`config.mk`:
```
export PLATFORM = sky130hd
export DESIGN_NAME = sprt_route
export DESIGN_NICKNAME = d
export VERILOG_FILES = /design/src/sprt_pkg.sv /design/src/sprt_route.sv
export SDC_FILE = /design/constraint.sdc
export NUM_CORES = 1
export LEC_CHECK = 0
export BUFFER_PORTS_ARGS = -buffer_cell sky130_fd_sc_hd__buf_2
export CAP_MARGIN = 20
export CORE_MARGIN = 2
export CORE_UTILIZATION = 26
export DETAILED_ROUTE_END_ITERATION = 10
export PLACE_DENSITY = 0.78
export REMOVE_ABC_BUFFERS = 1
export SLEW_MARGIN = 10
export SYNTH_ARGS = -nofsm -noshare
export SYNTH_HDL_FRONTEND = slang
export SYNTH_SLANG_ARGS = --single-unit
```
`constraint.sdc`:
```
create_clock -name i_clk -period 1.4 [get_ports i_clk]
set_input_delay 0.21 -clock i_clk [delete_from_list [all_inputs] [get_ports i_clk]]
set_output_delay 0.21 -clock i_clk [all_outputs]
set_load 0.02 [all_outputs]
```
`src/sprt_pkg.sv`:
```
`default_nettype none
// ==================================================
// Serial port pin routing constants
package sprt_pkg;
  localparam int ADDR_W = 4;
  localparam int DATA_W = 16;
  localparam int PIN_N = 6;
  // Pin-selection register offset and reset value
  localparam logic [ADDR_W-1:0] PINSEL_OFFSET = 4'h0;
  localparam logic [DATA_W-1:0] PINSEL_RESET = 16'h0000;
  // Field positions
  localparam int SP1_LSB = 10;
  localparam int SP0_LSB = 8;
  localparam int RSV_LSB = 6;
  // Writable bits: the two route fields only
  localparam logic [DATA_W-1:0] PINSEL_WMASK = 16'h0f00;
  // Route field encodings
  localparam logic [1:0] ROUTE_CARD = 2'h0;
  localparam logic [1:0] ROUTE_AUDIO = 2'h1;
  localparam logic [1:0] ROUTE_GPIO = 2'h2;
  // Audio occupies the low four pins, gpio the top two in audio mode
  localparam int AUDIO_N = 4;
endpackage
`default_nettype wire

```
`src/sprt_route.sv`:
```
`timescale 1ns/1ns
`default_nettype none
// ==================================================
module sprt_route
  import sprt_pkg::*;
(
  input wire logic i_clk, // System clock 20 MHz
  input wire logic i_nrst, // Async reset, active low
  input wire logic [sprt_pkg::ADDR_W-1:0] i_addr, // Register address
  input wire logic [sprt_pkg::DATA_W-1:0] i_wdata, // Write data
  input wire logic i_wr, // Write strobe
  input wire logic i_rd, // Read strobe
  output logic [sprt_pkg::DATA_W-1:0] o_rdata, // Read data, cycle after strobe
  // Peripheral side, port 1
  input wire logic [5:0] i_card1_out, // Card interface 1 pin outputs
  input wire logic [5:0] i_card1_oe, // Card interface 1 enables
  output logic [5:0] o_card1_in, // Card interface 1 pin inputs
  input wire logic [3:0] i_audio1_out, // Audio serial 1 outputs
  input wire logic [3:0] i_audio1_oe, // Audio serial 1 enables
  output logic [3:0] o_audio1_in, // Audio serial 1 inputs
  // Peripheral side, port 0
  input wire logic [5:0] i_card0_out, // Card interface 0 pin outputs
  input wire logic [5:0] i_card0_oe, // Card interface 0 enables
  output logic [5:0] o_card0_in, // Card interface 0 pin inputs
  input wire logic [3:0] i_audio0_out, // Audio serial 0 outputs
  input wire logic [3:0] i_audio0_oe, // Audio serial 0 enables
  output logic [3:0] o_audio0_in, // Audio serial 0 inputs
  // General-purpose pins 11:0
  input wire logic [11:0] i_gp_out, // General-purpose outputs
  input wire logic [11:0] i_gp_oe, // General-purpose enables
  output logic [11:0] o_gp_in, // General-purpose inputs
  // External pads
  input wire logic [5:0] i_sp1_pin, // Port 1 pad levels
  output logic [5:0] o_sp1_pin, // Port 1 pad drive
  output logic [5:0] o_sp1_oe, // Port 1 pad enable
  input wire logic [5:0] i_sp0_pin, // Port 0 pad levels
  output logic [5:0] o_sp0_pin, // Port 0 pad drive
  output logic [5:0] o_sp0_oe, // Port 0 pad enable
  output logic [1:0] o_sp1_mode, // Current port 1 route
  output logic [1:0] o_sp0_mode // Current port 0 route
);
  import sprt_pkg::*;

  logic [DATA_W-1:0] pinsel_reg;
  logic [DATA_W-1:0] pinsel_next;
  logic [DATA_W-1:0] rdata_reg;
  logic [DATA_W-1:0] rdata_next;
  wire sel_hit;
  wire [1:0] serial_port1_route_select;
  wire [1:0] serial_port0_route_select;

  // ==================================================
  // Register access
  assign sel_hit = (i_addr == PINSEL_OFFSET);
  // Only route fields are writable
  assign pinsel_next = (i_wr && sel_hit) ? (i_wdata & PINSEL_WMASK) : pinsel_reg;
  // Unmapped reads return zero
  assign rdata_next = (i_rd && sel_hit) ? pinsel_reg : '0;

  // Register state
  always_ff @(posedge i_clk or negedge i_nrst) begin
    if (!i_nrst) begin
      pinsel_reg <= PINSEL_RESET;
      rdata_reg <= '0;
    end else begin
      pinsel_reg <= pinsel_next;
      rdata_reg <= rdata_next;
    end
  end

  assign o_rdata = rdata_reg;
  assign serial_port1_route_select = pinsel_reg[SP1_LSB +: 2];
  assign serial_port0_route_select = pinsel_reg[SP0_LSB +: 2];
  assign o_sp1_mode = serial_port1_route_select;
  assign o_sp0_mode = serial_port0_route_select;

  // ==================================================
  // Pin routing, one generate loop over the pins, one block per port inside it
  genvar g;
  generate
    for (g = 0; g < PIN_N; g++) begin : g_pin
      // Port 1 pad drive
      always_comb begin
        case (serial_port1_route_select)
          ROUTE_CARD: begin
            o_sp1_pin[g] = i_card1_out[g];
            o_sp1_oe[g] = i_card1_oe[g];
          end
          ROUTE_AUDIO: begin
            o_sp1_pin[g] = (g < AUDIO_N) ? i_audio1_out[g % AUDIO_N] : i_gp_out[6 + g];
            o_sp1_oe[g] = (g < AUDIO_N) ? i_audio1_oe[g % AUDIO_N] : i_gp_oe[6 + g];
          end
          ROUTE_GPIO: begin
            o_sp1_pin[g] = i_gp_out[6 + g];
            o_sp1_oe[g] = i_gp_oe[6 + g];
          end
          default: begin
            o_sp1_pin[g] = 1'b0;
            o_sp1_oe[g] = 1'b0;
          end
        endcase
      end
      // Port 0 pad drive
      always_comb begin
        case (serial_port0_route_select)
          ROUTE_CARD: begin
            o_sp0_pin[g] = i_card0_out[g];
            o_sp0_oe[g] = i_card0_oe[g];
          end
          ROUTE_AUDIO: begin
            o_sp0_pin[g] = (g < AUDIO_N) ? i_audio0_out[g % AUDIO_N] : i_gp_out[g];
            o_sp0_oe[g] = (g < AUDIO_N) ? i_audio0_oe[g % AUDIO_N] : i_gp_oe[g];
          end
          ROUTE_GPIO: begin
            o_sp0_pin[g] = i_gp_out[g];
            o_sp0_oe[g] = i_gp_oe[g];
          end
          default: begin
            o_sp0_pin[g] = 1'b0;
            o_sp0_oe[g] = 1'b0;
          end
        endcase
      end
      // Input return paths, deselected peripherals see zero
      assign o_card1_in[g] = (serial_port1_route_select == ROUTE_CARD) ? i_sp1_pin[g] : 1'b0;
      assign o_card0_in[g] = (serial_port0_route_select == ROUTE_CARD) ? i_sp0_pin[g] : 1'b0;
      if (g < AUDIO_N) begin : g_aud
        assign o_audio1_in[g] = (serial_port1_route_select == ROUTE_AUDIO) ? i_sp1_pin[g] : 1'b0;
        assign o_audio0_in[g] = (serial_port0_route_select == ROUTE_AUDIO) ? i_sp0_pin[g] : 1'b0;
        assign o_gp_in[6 + g] = (serial_port1_route_select == ROUTE_GPIO) ? i_sp1_pin[g] : 1'b0;
        assign o_gp_in[g] = (serial_port0_route_select == ROUTE_GPIO) ? i_sp0_pin[g] : 1'b0;
      end else begin : g_gp
        assign o_gp_in[6 + g] = (serial_port1_route_select == ROUTE_GPIO ||
            serial_port1_route_select == ROUTE_AUDIO) ? i_sp1_pin[g] : 1'b0;
        assign o_gp_in[g] = (serial_port0_route_select == ROUTE_GPIO ||
            serial_port0_route_select == ROUTE_AUDIO) ? i_sp0_pin[g] : 1'b0;
      end
    end
  endgenerate
endmodule // sprt_route
`default_nettype wire

```
==> impl_metrics.tcl, run 1 <==
set metrics [dict create \
    ys_ff_latch 8 \
    clkLatencyLatePin_ns 0.22 \
    die_w_um 68.5 \
    clockRootBuffer "clkbuf_8" \
    synthTopCellsByArea "and2_1, dfrtp_1, a222oi_1" \
    p_leak_nw 1.37 \
    synth.avg_cell_area_um2 8.14 \
    rsz0062_at_grt "true" \
    vias 1667 \
    fin_nets 411 \
    use_met1_pct 21.6 \
    setup_slack_ns -0.356 \
    synth_top_area_share_pct 18.5 \
    postRouteWirelength_um 4630 \
    initial_utilization_pct 27.1 \
    clkSinkCount 8 \
    wl_per_cell_um 13.2 \
    track_usage_pct 15.1 \
    ir_worst_vdd_v 0.000747 \
    grt_use_met2_pct 25.6 \
    cts-buffers-inserted 3 \
    critical_path.max_fanout 9 \
    post-route-drc-count 0 \
    hp-class "input pin to flop" \
    worstPathRequired_ns 1.19 \
    port_buffers 151 \
    p_per_area_mw_per_mm2 1330 \
    grt_max_degree 13 \
    overflow 0 \
    clock.fmax_mhz 569 \
    period_minus_slack_ns 1.76 \
    cts_tree "done" \
    max_cap_viol_count 0 \
    cts_max_level 1 \
    worstPathArrival_ns 1.55 \
    path_class "flop to primary output" \
    place_hpwl_um 3450 \
    drtIter0Drc 173 \
    n_antenna_cell 0 \
    post_drt_via_cell_ratio 4.75 \
    row_count 23 \
    synth.distinct_cells 15 \
    core_mm2 0.00400 \
    synth_top_area_cell "and2_1" \
    critPathLaunchType "flop" \
    antenna_found_initial 0 \
    crit_start "pinsel_reg[10]$_DFFE_PN0P_" \
    grt-busiest-layer "met2" \
    clkSlewWorstSetupHoldPaths_ns 0.04 \
    tns_ns -11.11 \
    post-route-util_pct 59.5 \
    dr.pass1.iters 8 \
    ys_seq_area_share_pct 18.5 \
    grt_first_pass_wirelength_um 5630 \
    slew_violations 0 \
    syn_to_final_growth_pct 120 \
    num_io_pins 176 \
    dieArea_mm2 0.00469 \
    cts_max_path_buffers 2 \
    period_share_pct 125 \
    r2r_start "pinsel_reg[9]$_DFFE_PN0P_" \
    yosysWarnings 0 \
    drive_gt1_share_pct 74.8 \
    syn_area_mm2 0.00108 \
    end_kind "primary output" \
    first_global_vias 1318 \
    ant_nets 0 \
    synth_cells 133 \
    die_y_um 68.5 \
    hp-start "i_wdata[11]" \
    hold_viol_final 0 \
    gp_congestion 0.724 \
    outcome "finished, violations left" \
    met3_usage_pct 0.487 \
    fin_worst_skew_ns 0.000208 \
    finalSetupViolations 56 \
    violations "setup timing" \
]
-- per-layer routing --
| layer | part of all wire (%) | up-vias |
|---|---|---|
| met5 | 0 | - |
| met4 | 0.26 | 0 |
| met3 | 7.0 | 2 |
| met2 | 56 | 91 |
| met1 | 36 | 783 |
| li1 | - | 791 |
-- area by class of cell --
type                            count  area (um2)
Inverter                            4        17.5
Sequential cell                     8         201
Timing Repair Buffer              176        1140
Tap cell                           50        62.6
Multi-Input combinational cell    110         921
Fill cell                         346        1620
Clock buffer                        3        41.3
-- per-stage QoR --
stage | hold slack, ns | total power (W) | setup WS (ns) | cells | cell area (um2)
detailed placement | 0.0557 | 0.00225 | -0.225 | 337 | 1920
global placement | 0.0529 | 0.00223 | -0.223 | 337 | 1920
CTS | 0.211 | 0.00286 | -0.305 | 348 | 2190
floorplan | -0.0856 | 0.00150 | -0.229 | 122 | 993
global route | 0.216 | 0.00337 | -0.405 | 351 | 2380
finish | 0.215 | 0.00317 | -0.356 | 351 | 2380
-- cells in the mapped netlist --
| cell type | number |
|---|---|
| a222oi_1 | 16 |
| a22oi_1 | 8 |
| clkbuf_1 | 8 |
| dfrtp_1 | 8 |
| inv_1 | 4 |
| buf_4 | 12 |
| and3_2 | 4 |
| mux2_4 | 4 |
| nor2_1 | 24 |
| and2_1 | 32 |
| ha_1 | 8 |
| nor4_4 | 1 |
| buf_2 | 2 |
| conb_1 | 1 |
| nand2_4 | 1 |
-- cell usage in the layout (no fill, tap or decap), drive strengths merged --
cell type and instances:
and3 4, and2 32, buf 175, a222oi 16, nand2 1, dfrtp 8, ha 8, a22oi 8
conb 12, nor4 1, inv 4, nor2 24, dlygate4sd3 1, clkbuf 3, mux2 4
-- where the power goes --
| part | switching (W) | internal (W) |
|---|---|---|
| Combinational | 0.00132 | 0.00128 |
| Sequential | 0.0000372 | 0.000262 |
| Clock | 0.0000866 | 0.000186 |
-- worst max-delay path, cell delays in order (launching register included) --
cell and delay (ns):
dfrtp_1 0.40, buf_4 0.15, ha_4 0.18, a222oi_1 0.33
nor2_1 0.08, buf_2 0.17
-- path summary, 6_finish.rpt --
kind	slack (ns)	to	cells after the start
min in group asynchronous	0.36	pinsel_reg[10]$_DFFE_PN0P_	2
min	0.21	pinsel_reg[11]$_DFFE_PN0P_	2
max reg2reg	0.31	pinsel_reg[9]$_DFFE_PN0P_	3
max in group asynchronous	0.86	pinsel_reg[9]$_DFFE_PN0P_	2
min reg2reg	0.74	pinsel_reg[8]$_DFFE_PN0P_	3
max	-0.36	o_sp1_pin[0]	5
-- repair_timing --
item / 4_1_cts / 5_1_grt
hold buffers: 1 / 0
resized for setup: 49 / 55
buffers inserted: 7 / 3
endpoints found under the setup margin: 56 / 56
hold endpoints to repair: 8 / 0
pin swaps: 5 / 13
-- logic make-up after synthesis --
group	after synthesis	synth area share [%]
flip-flops	8	18.5
buffers and inverters	26	13.4
AO/OA/AOI/OAI	24	20.3
other	1	0.346
adder cells (fa/ha/maj)	8	9.25
multiplexers	4	5.55
AND/OR/NAND/NOR	62	32.6
(Power assumes the default switching activity.)
==> run 2: changes to the inputs <==
--- a/config.mk
+++ b/config.mk
@@ -10,7 +10,7 @@
 export CORE_MARGIN = 2
 export CORE_UTILIZATION = 26
 export DETAILED_ROUTE_END_ITERATION = 10
-export PLACE_DENSITY = 0.78
+export PLACE_DENSITY = 0.79
 export REMOVE_ABC_BUFFERS = 1
 export SLEW_MARGIN = 10
 export SYNTH_ARGS = -nofsm -noshare
==> run 2 against run 1 <==
  * The run still ends with setup timing left
  * Clock power shrank 3%
  * First-iteration DRC count shrank 38%
  * Via count grew 2.3%
  * Clock skew is essentially flat
  * Largest power group unchanged
  * Non-clock buffer count grew 7
  * Worst setup slack lost 0.051 ns
  * Final area grew 8.7%
==> impl_metrics.tcl, run 2 (same netlist as run 1, synthesis figures left out) <==
set metrics [dict create \
    outcome "finished, violations left" \
    violations "setup timing" \
    worstPathArrival_ns 1.60 \
    port_buffers 151 \
    placed_cell_area_mm2 0.00192 \
    critPathLaunchType "flop" \
    n_antenna_cell 0 \
    critical_path.max_fanout 4 \
    hp-class "input pin to flop" \
    power_w 0.00354 \
    vias 1705 \
    clockRootBuffer "clkbuf_8" \
    multi_input_area_um2 993 \
    cts_tree "done" \
    gp_congestion 0.736 \
    finalSetupViolations 56 \
    syn_to_final_growth_pct 139 \
    antenna_found_initial 0 \
    drive_gt1_share_pct 79.2 \
    tns_ns -13.31 \
    setup_slack_ns -0.407 \
    cts_max_path_buffers 2 \
    cts-buffers-inserted 3 \
    clock.fmax_mhz 553 \
    fillers 320 \
    clkSlewWorstSetupHoldPaths_ns 0.04 \
    post_drt_via_cell_ratio 4.76 \
    postRouteWirelength_um 5260 \
    first_global_vias 1391 \
    die_y_um 68.5 \
    slew_violations 0 \
    dr.pass1.iters 6 \
    cts_max_level 1 \
    initial_utilization_pct 27.1 \
    mostFrequentLayoutCells "buf_2, buf_6, and2_4" \
    crit_start "pinsel_reg[8]$_DFFE_PN0P_" \
    grt_first_pass_wirelength_um 6270 \
    wl_per_cell_um 14.7 \
    drtIter0Drc 107 \
    fin_nets 418 \
    die_w_um 68.5 \
    core_mm2 0.00400 \
    p_leak_nw 1.43 \
    holdWs_ns 0.221 \
    layout_commonest_cell "buf_2" \
    clkSinkCount 8 \
    clkLatencyLatePin_ns 0.22 \
    hp-start "i_wdata[11]" \
    r2r_start "pinsel_reg[11]$_DFFE_PN0P_" \
    p_per_area_mw_per_mm2 1370 \
    end_kind "primary output" \
    fin_worst_skew_ns 0.000208 \
    period_share_pct 129 \
    placed_cells 338 \
    path_class "flop to primary output" \
    grt_max_degree 13 \
    period_minus_slack_ns 1.81 \
    ant_nets 0 \
    post-route-drc-count 0 \
    worstPathRequired_ns 1.19 \
    register_area_um2 201 \
    num_io_pins 176 \
    ir_worst_vdd_v 0.000944 \
    hold_viol_final 0 \
    overflow 0 \
    max_cap_viol_count 0 \
    stdcell_area_mm2 0.00259 \
    final_cells 358 \
    rsz0062_at_grt "true" \
    track_usage_pct 17.0 \
    place_hpwl_um 3620 \
    row_count 23 \
    dieArea_mm2 0.00469 \
]
==> run 2: per-layer routing <==
| metal | global-route usage, % | part of all wire [%] | up-vias |
|---|---|---|---|
| met5 | 0 | 0 | - |
| met4 | 4.25 | 1.0 | 0 |
| met3 | 2.11 | 4.6 | 8 |
| met2 | 27.3 | 55 | 77 |
| met1 | 24.1 | 40 | 811 |
| li1 | - | - | 809 |
==> run 2: path summary, 6_finish.rpt <==
path	to	slack (ns)	cells after the start
hold reg to reg	pinsel_reg[10]$_DFFE_PN0P_	0.69	2
hold / removal	pinsel_reg[11]$_DFFE_PN0P_	0.22	2
setup / recovery	o_sp0_oe[2]	-0.41	6
min in group asynchronous	pinsel_reg[10]$_DFFE_PN0P_	0.36	2
max in group asynchronous	pinsel_reg[11]$_DFFE_PN0P_	0.86	2
setup reg to reg	pinsel_reg[11]$_DFFE_PN0P_	0.24	4
==> run 2: worst max-delay path, stage by stage (launching register included) <==
cell	delay, ns
dfrtp_1	0.39
inv_2	0.08
ha_4	0.18
buf_4	0.14
a222oi_1	0.32
nor2_1	0.10
buf_2	0.17
==> run 2: power by group <==
part	leakage [nW]	switching [W]	total, W	internal (W)
Clock	0.0216	0.0000799	0.000265	0.000185
Sequential	0.104	0.0000272	0.000290	0.000262
Combinational	1.30	0.00146	0.00299	0.00152
Total	1.43	0.00157	0.00354	0.00197
==> run 2: layout make-up <==
| class | count | share of cell area (%) |
|---|---|---|
| well taps | 50 | 2.42 |
| inverters | 4 | 0.580 |
| repair buffers | 183 | 49.3 |
| multi-input cells | 110 | 38.4 |
| clock buffers | 3 | 1.59 |
| flip-flops and latches | 8 | 7.78 |
==> run 2: repair_timing <==
item / in CTS / in global routing
pin swaps: 3 / 30
resized for setup: 62 / 94
hold buffers: 1 / 0
endpoints found under the setup margin: 56 / 56
cloned: 0 / 0
endpoints found under the hold margin: 8 / 0
setup buffers: 5 / 14
==> run 2: through the flow <==
step,utilization [%],setup slack (ns)
final,64.7,-0.407
after floorplan,-,-0.229
after global routing,64.7,-0.462
after CTS,55.2,-0.367
after detailed placement,48.1,-0.231
after global placement,48.1,-0.205
==> run 3: changes to the inputs <==
--- a/config.mk
+++ b/config.mk
@@ -5,12 +5,13 @@
 export SDC_FILE = /design/constraint.sdc
 export NUM_CORES = 1
 export LEC_CHECK = 0
+export ABC_AREA = 1
 export BUFFER_PORTS_ARGS = -buffer_cell sky130_fd_sc_hd__buf_2
 export CAP_MARGIN = 20
 export CORE_MARGIN = 2
-export CORE_UTILIZATION = 26
+export CORE_UTILIZATION = 29
 export DETAILED_ROUTE_END_ITERATION = 10
-export PLACE_DENSITY = 0.79
+export PLACE_DENSITY = 0.78
 export REMOVE_ABC_BUFFERS = 1
 export SLEW_MARGIN = 10
 export SYNTH_ARGS = -nofsm -noshare
==> run 3 against run 2 <==
  * The flow still finishes with violations (setup timing)
  * Core utilization is 8.5 points higher
  * Clock power rose by 6%
  * Non-clock buffer count up 6
  * Sequential power up 6%
  * Worst setup slack gained 0.086 ns
  * Synthesized cell count grew 86%
  * Final cell count grew 35%
  * Die area increased by 12%
  * Area after synthesis grew 26%
  * Count of clock-buffer cells in the layout is the same
  * Hold slack improved by 0.0099 ns
  * Fmax rose by 5.0%
==> impl_metrics.tcl, run 3 <==
set metrics [dict create \
    dieArea_mm2 0.00526 \
    first_global_vias 2036 \
    syn_area_mm2 0.00136 \
    postRouteWirelength_um 6690 \
    port_buffers 151 \
    synth_cells 247 \
    mostFrequentLayoutCells "buf_2, nand2_1, buf_6" \
    layout_commonest_cell "buf_2" \
    end_kind "primary output" \
    post-route-drc-count 0 \
    gp_congestion 0.767 \
    fin_worst_skew_ns 0.00355 \
    switchingPower_w 0.00186 \
    num_io_pins 176 \
    clkSlewWorstSetupHoldPaths_ns 0.04 \
    antenna_found_initial 0 \
    cts_tree "done" \
    wl_per_cell_um 13.9 \
    r2r_cells 4 \
    p_int_w 0.00209 \
    p_leak_nw 2.02 \
    path_class "flop to primary output" \
    ant_nets 0 \
    clock.fmax_mhz 581 \
    register_area_um2 204 \
    period_share_pct 123 \
    worstPathArrival_ns 1.51 \
    synth-main-ff-cell "dfrtp_1" \
    ys_seq_area_share_pct 14.7 \
    worstPathRequired_ns 1.19 \
    synth_async_sr_flop_share_pct 100 \
    yosysWarnings 0 \
    row_count 24 \
    hp-class "input pin to flop" \
    slew_violations 0 \
    violations "setup timing" \
    finalSetupViolations 56 \
    p_per_area_mw_per_mm2 1220 \
    synth.avg_cell_area_um2 5.52 \
    die_y_um 72.5 \
    clkLatencyLatePin_ns 0.23 \
    synth_most_common_cell "nand2_1" \
    multi_input_area_mm2 0.00121 \
    cts-buffers-inserted 3 \
    hold_viol_final 0 \
    synth-edff-count 0 \
    critical_path.max_fanout 5 \
    die_w_um 72.5 \
    ir_worst_vdd_v 0.000695 \
    place_hpwl_um 3930 \
    tns_ns -11.10 \
    outcome "finished, violations left" \
    period_minus_slack_ns 1.72 \
    grt_first_pass_wirelength_um 8830 \
    fin_nets 540 \
    fillers 333 \
    overflow 0 \
    synthTopCellsByArea "nand2_1, inv_1, dfrtp_1" \
    pwr-share-comb_pct 85.2 \
    track_usage_pct 20.8 \
    cts_max_path_buffers 2 \
    clockPowerShare_pct 7.1 \
    rsz0062_at_grt "true" \
    holdPathStages 3 \
    n_antenna_cell 0 \
    clockRootBuffer "clkbuf_8" \
    post_drt_via_cell_ratio 4.57 \
    dr.pass1.iters 4 \
    syn_to_final_growth_pct 139 \
    drtIter0Drc 65 \
    synth_top_area_cell "nand2_1" \
    seqPwrFrac_pct 7.8 \
    initial_utilization_pct 30.7 \
    drive_gt1_share_pct 73.7 \
    grt_max_degree 17 \
    vias 2204 \
    power_w 0.00395 \
    setup_slack_ns -0.321 \
    critPathLaunchType "flop" \
    synth.distinct_cells 15 \
    max_cap_viol_count 0 \
    p_sw_share_pct 47.1 \
    clkSinkCount 8 \
    ys_ff_latch 8 \
    netlist_top_cells_count "nand2_1, inv_1, buf_4, nand3_1" \
    synth_top_area_share_pct 30.9 \
    cts_max_level 1 \
    core_mm2 0.00444 \
]
run 3: final timing paths:
| path | start | endpoint | slack [ns] |
|---|---|---|---|
| hold / removal | i_wdata[10] | pinsel_reg[10]$_DFFE_PN0P_ | 0.23 |
| setup / recovery | pinsel_reg[10]$_DFFE_PN0P_ | o_sp1_oe[1] | -0.32 |
| setup reg to reg | pinsel_reg[8]$_DFFE_PN0P_ | pinsel_reg[8]$_DFFE_PN0P_ | 0.47 |
| hold reg to reg | pinsel_reg[8]$_DFFE_PN0P_ | o_rdata[8]$_DFF_PN0_ | 0.67 |
| min in group asynchronous | i_nrst | o_rdata[9]$_DFF_PN0_ | 0.35 |
| max in group asynchronous | i_nrst | pinsel_reg[9]$_DFFE_PN0P_ | 0.86 |
run 3: repair_timing:
action / CTS / global route
resized for setup: 163 / 99
pin swaps: 4 / 24
hold buffers: 1 / 0
hold endpoints to repair: 8 / 0
cloned: 1 / 2
setup buffers: 9 / 8
endpoints found under the setup margin: 56 / 56
run 3: per-layer routing:
| layer | wire length (um) | GRT usage, % | vias to the layer above |
|---|---|---|---|
| met5 | 0 | 0 | - |
| met4 | 269 | 9.05 | 0 |
| met3 | 326 | 3.47 | 30 |
| met2 | 3830 | 39.7 | 102 |
| met1 | 2270 | 22.0 | 1010 |
| li1 | - | - | 1062 |
run 3: power groups by stage:
| stage | logic, W | registers, W | clock network, W |
|---|---|---|---|
| after CTS | 0.00274 | 0.000305 | 0.000280 |
| final | 0.00337 | 0.000306 | 0.000280 |
| after floorplan | 0.00112 | 0.000319 | 0 |
| after global routing | 0.00357 | 0.000312 | 0.000300 |
| after detailed placement | 0.00198 | 0.000288 | 0 |
| after global placement | 0.00196 | 0.000285 | 0 |
run 3: area by class of cell:
cell class	count	share of cell area [%]
timing repair buffer	189	46.7
multi-input combinational	176	37.3
inverter	54	6.46
sequential	8	6.27
tap	52	2.00
clock buffer	3	1.27
run 3: worst max-delay path, cell delays in order (launching register included):
cell     delay [ns]
dfrtp_2        0.46
inv_4          0.10
ha_4           0.20
buf_12         0.13
nand2_1        0.05
nand3_1        0.07
nand2_1        0.08
inv_2          0.08
buf_6          0.12
run 3: logic make-up after synthesis:
group	share of synthesized area (%)
simple gates	46.5
buf+inv	28.3
compound gates	2.94
fa+ha+maj	7.35
flops	14.7
other cells	0.275
run 3: metrics by stage:
| stage | std cells | area (um2) | utilization [%] | setup slack [ns] | hold slack, ns |
|---|---|---|---|---|---|
| floorplan | 238 | 1220 | - | -0.326 | -0.0856 |
| global placement | 458 | 2220 | 49.9 | -0.174 | 0.0605 |
| detailed placement | 458 | 2220 | 49.9 | -0.195 | 0.0678 |
| CTS | 472 | 2850 | 64.1 | -0.259 | 0.235 |
| global route | 482 | 3250 | 73.2 | -0.383 | 0.243 |
| finish | 482 | 3250 | 73.2 | -0.321 | 0.231 |
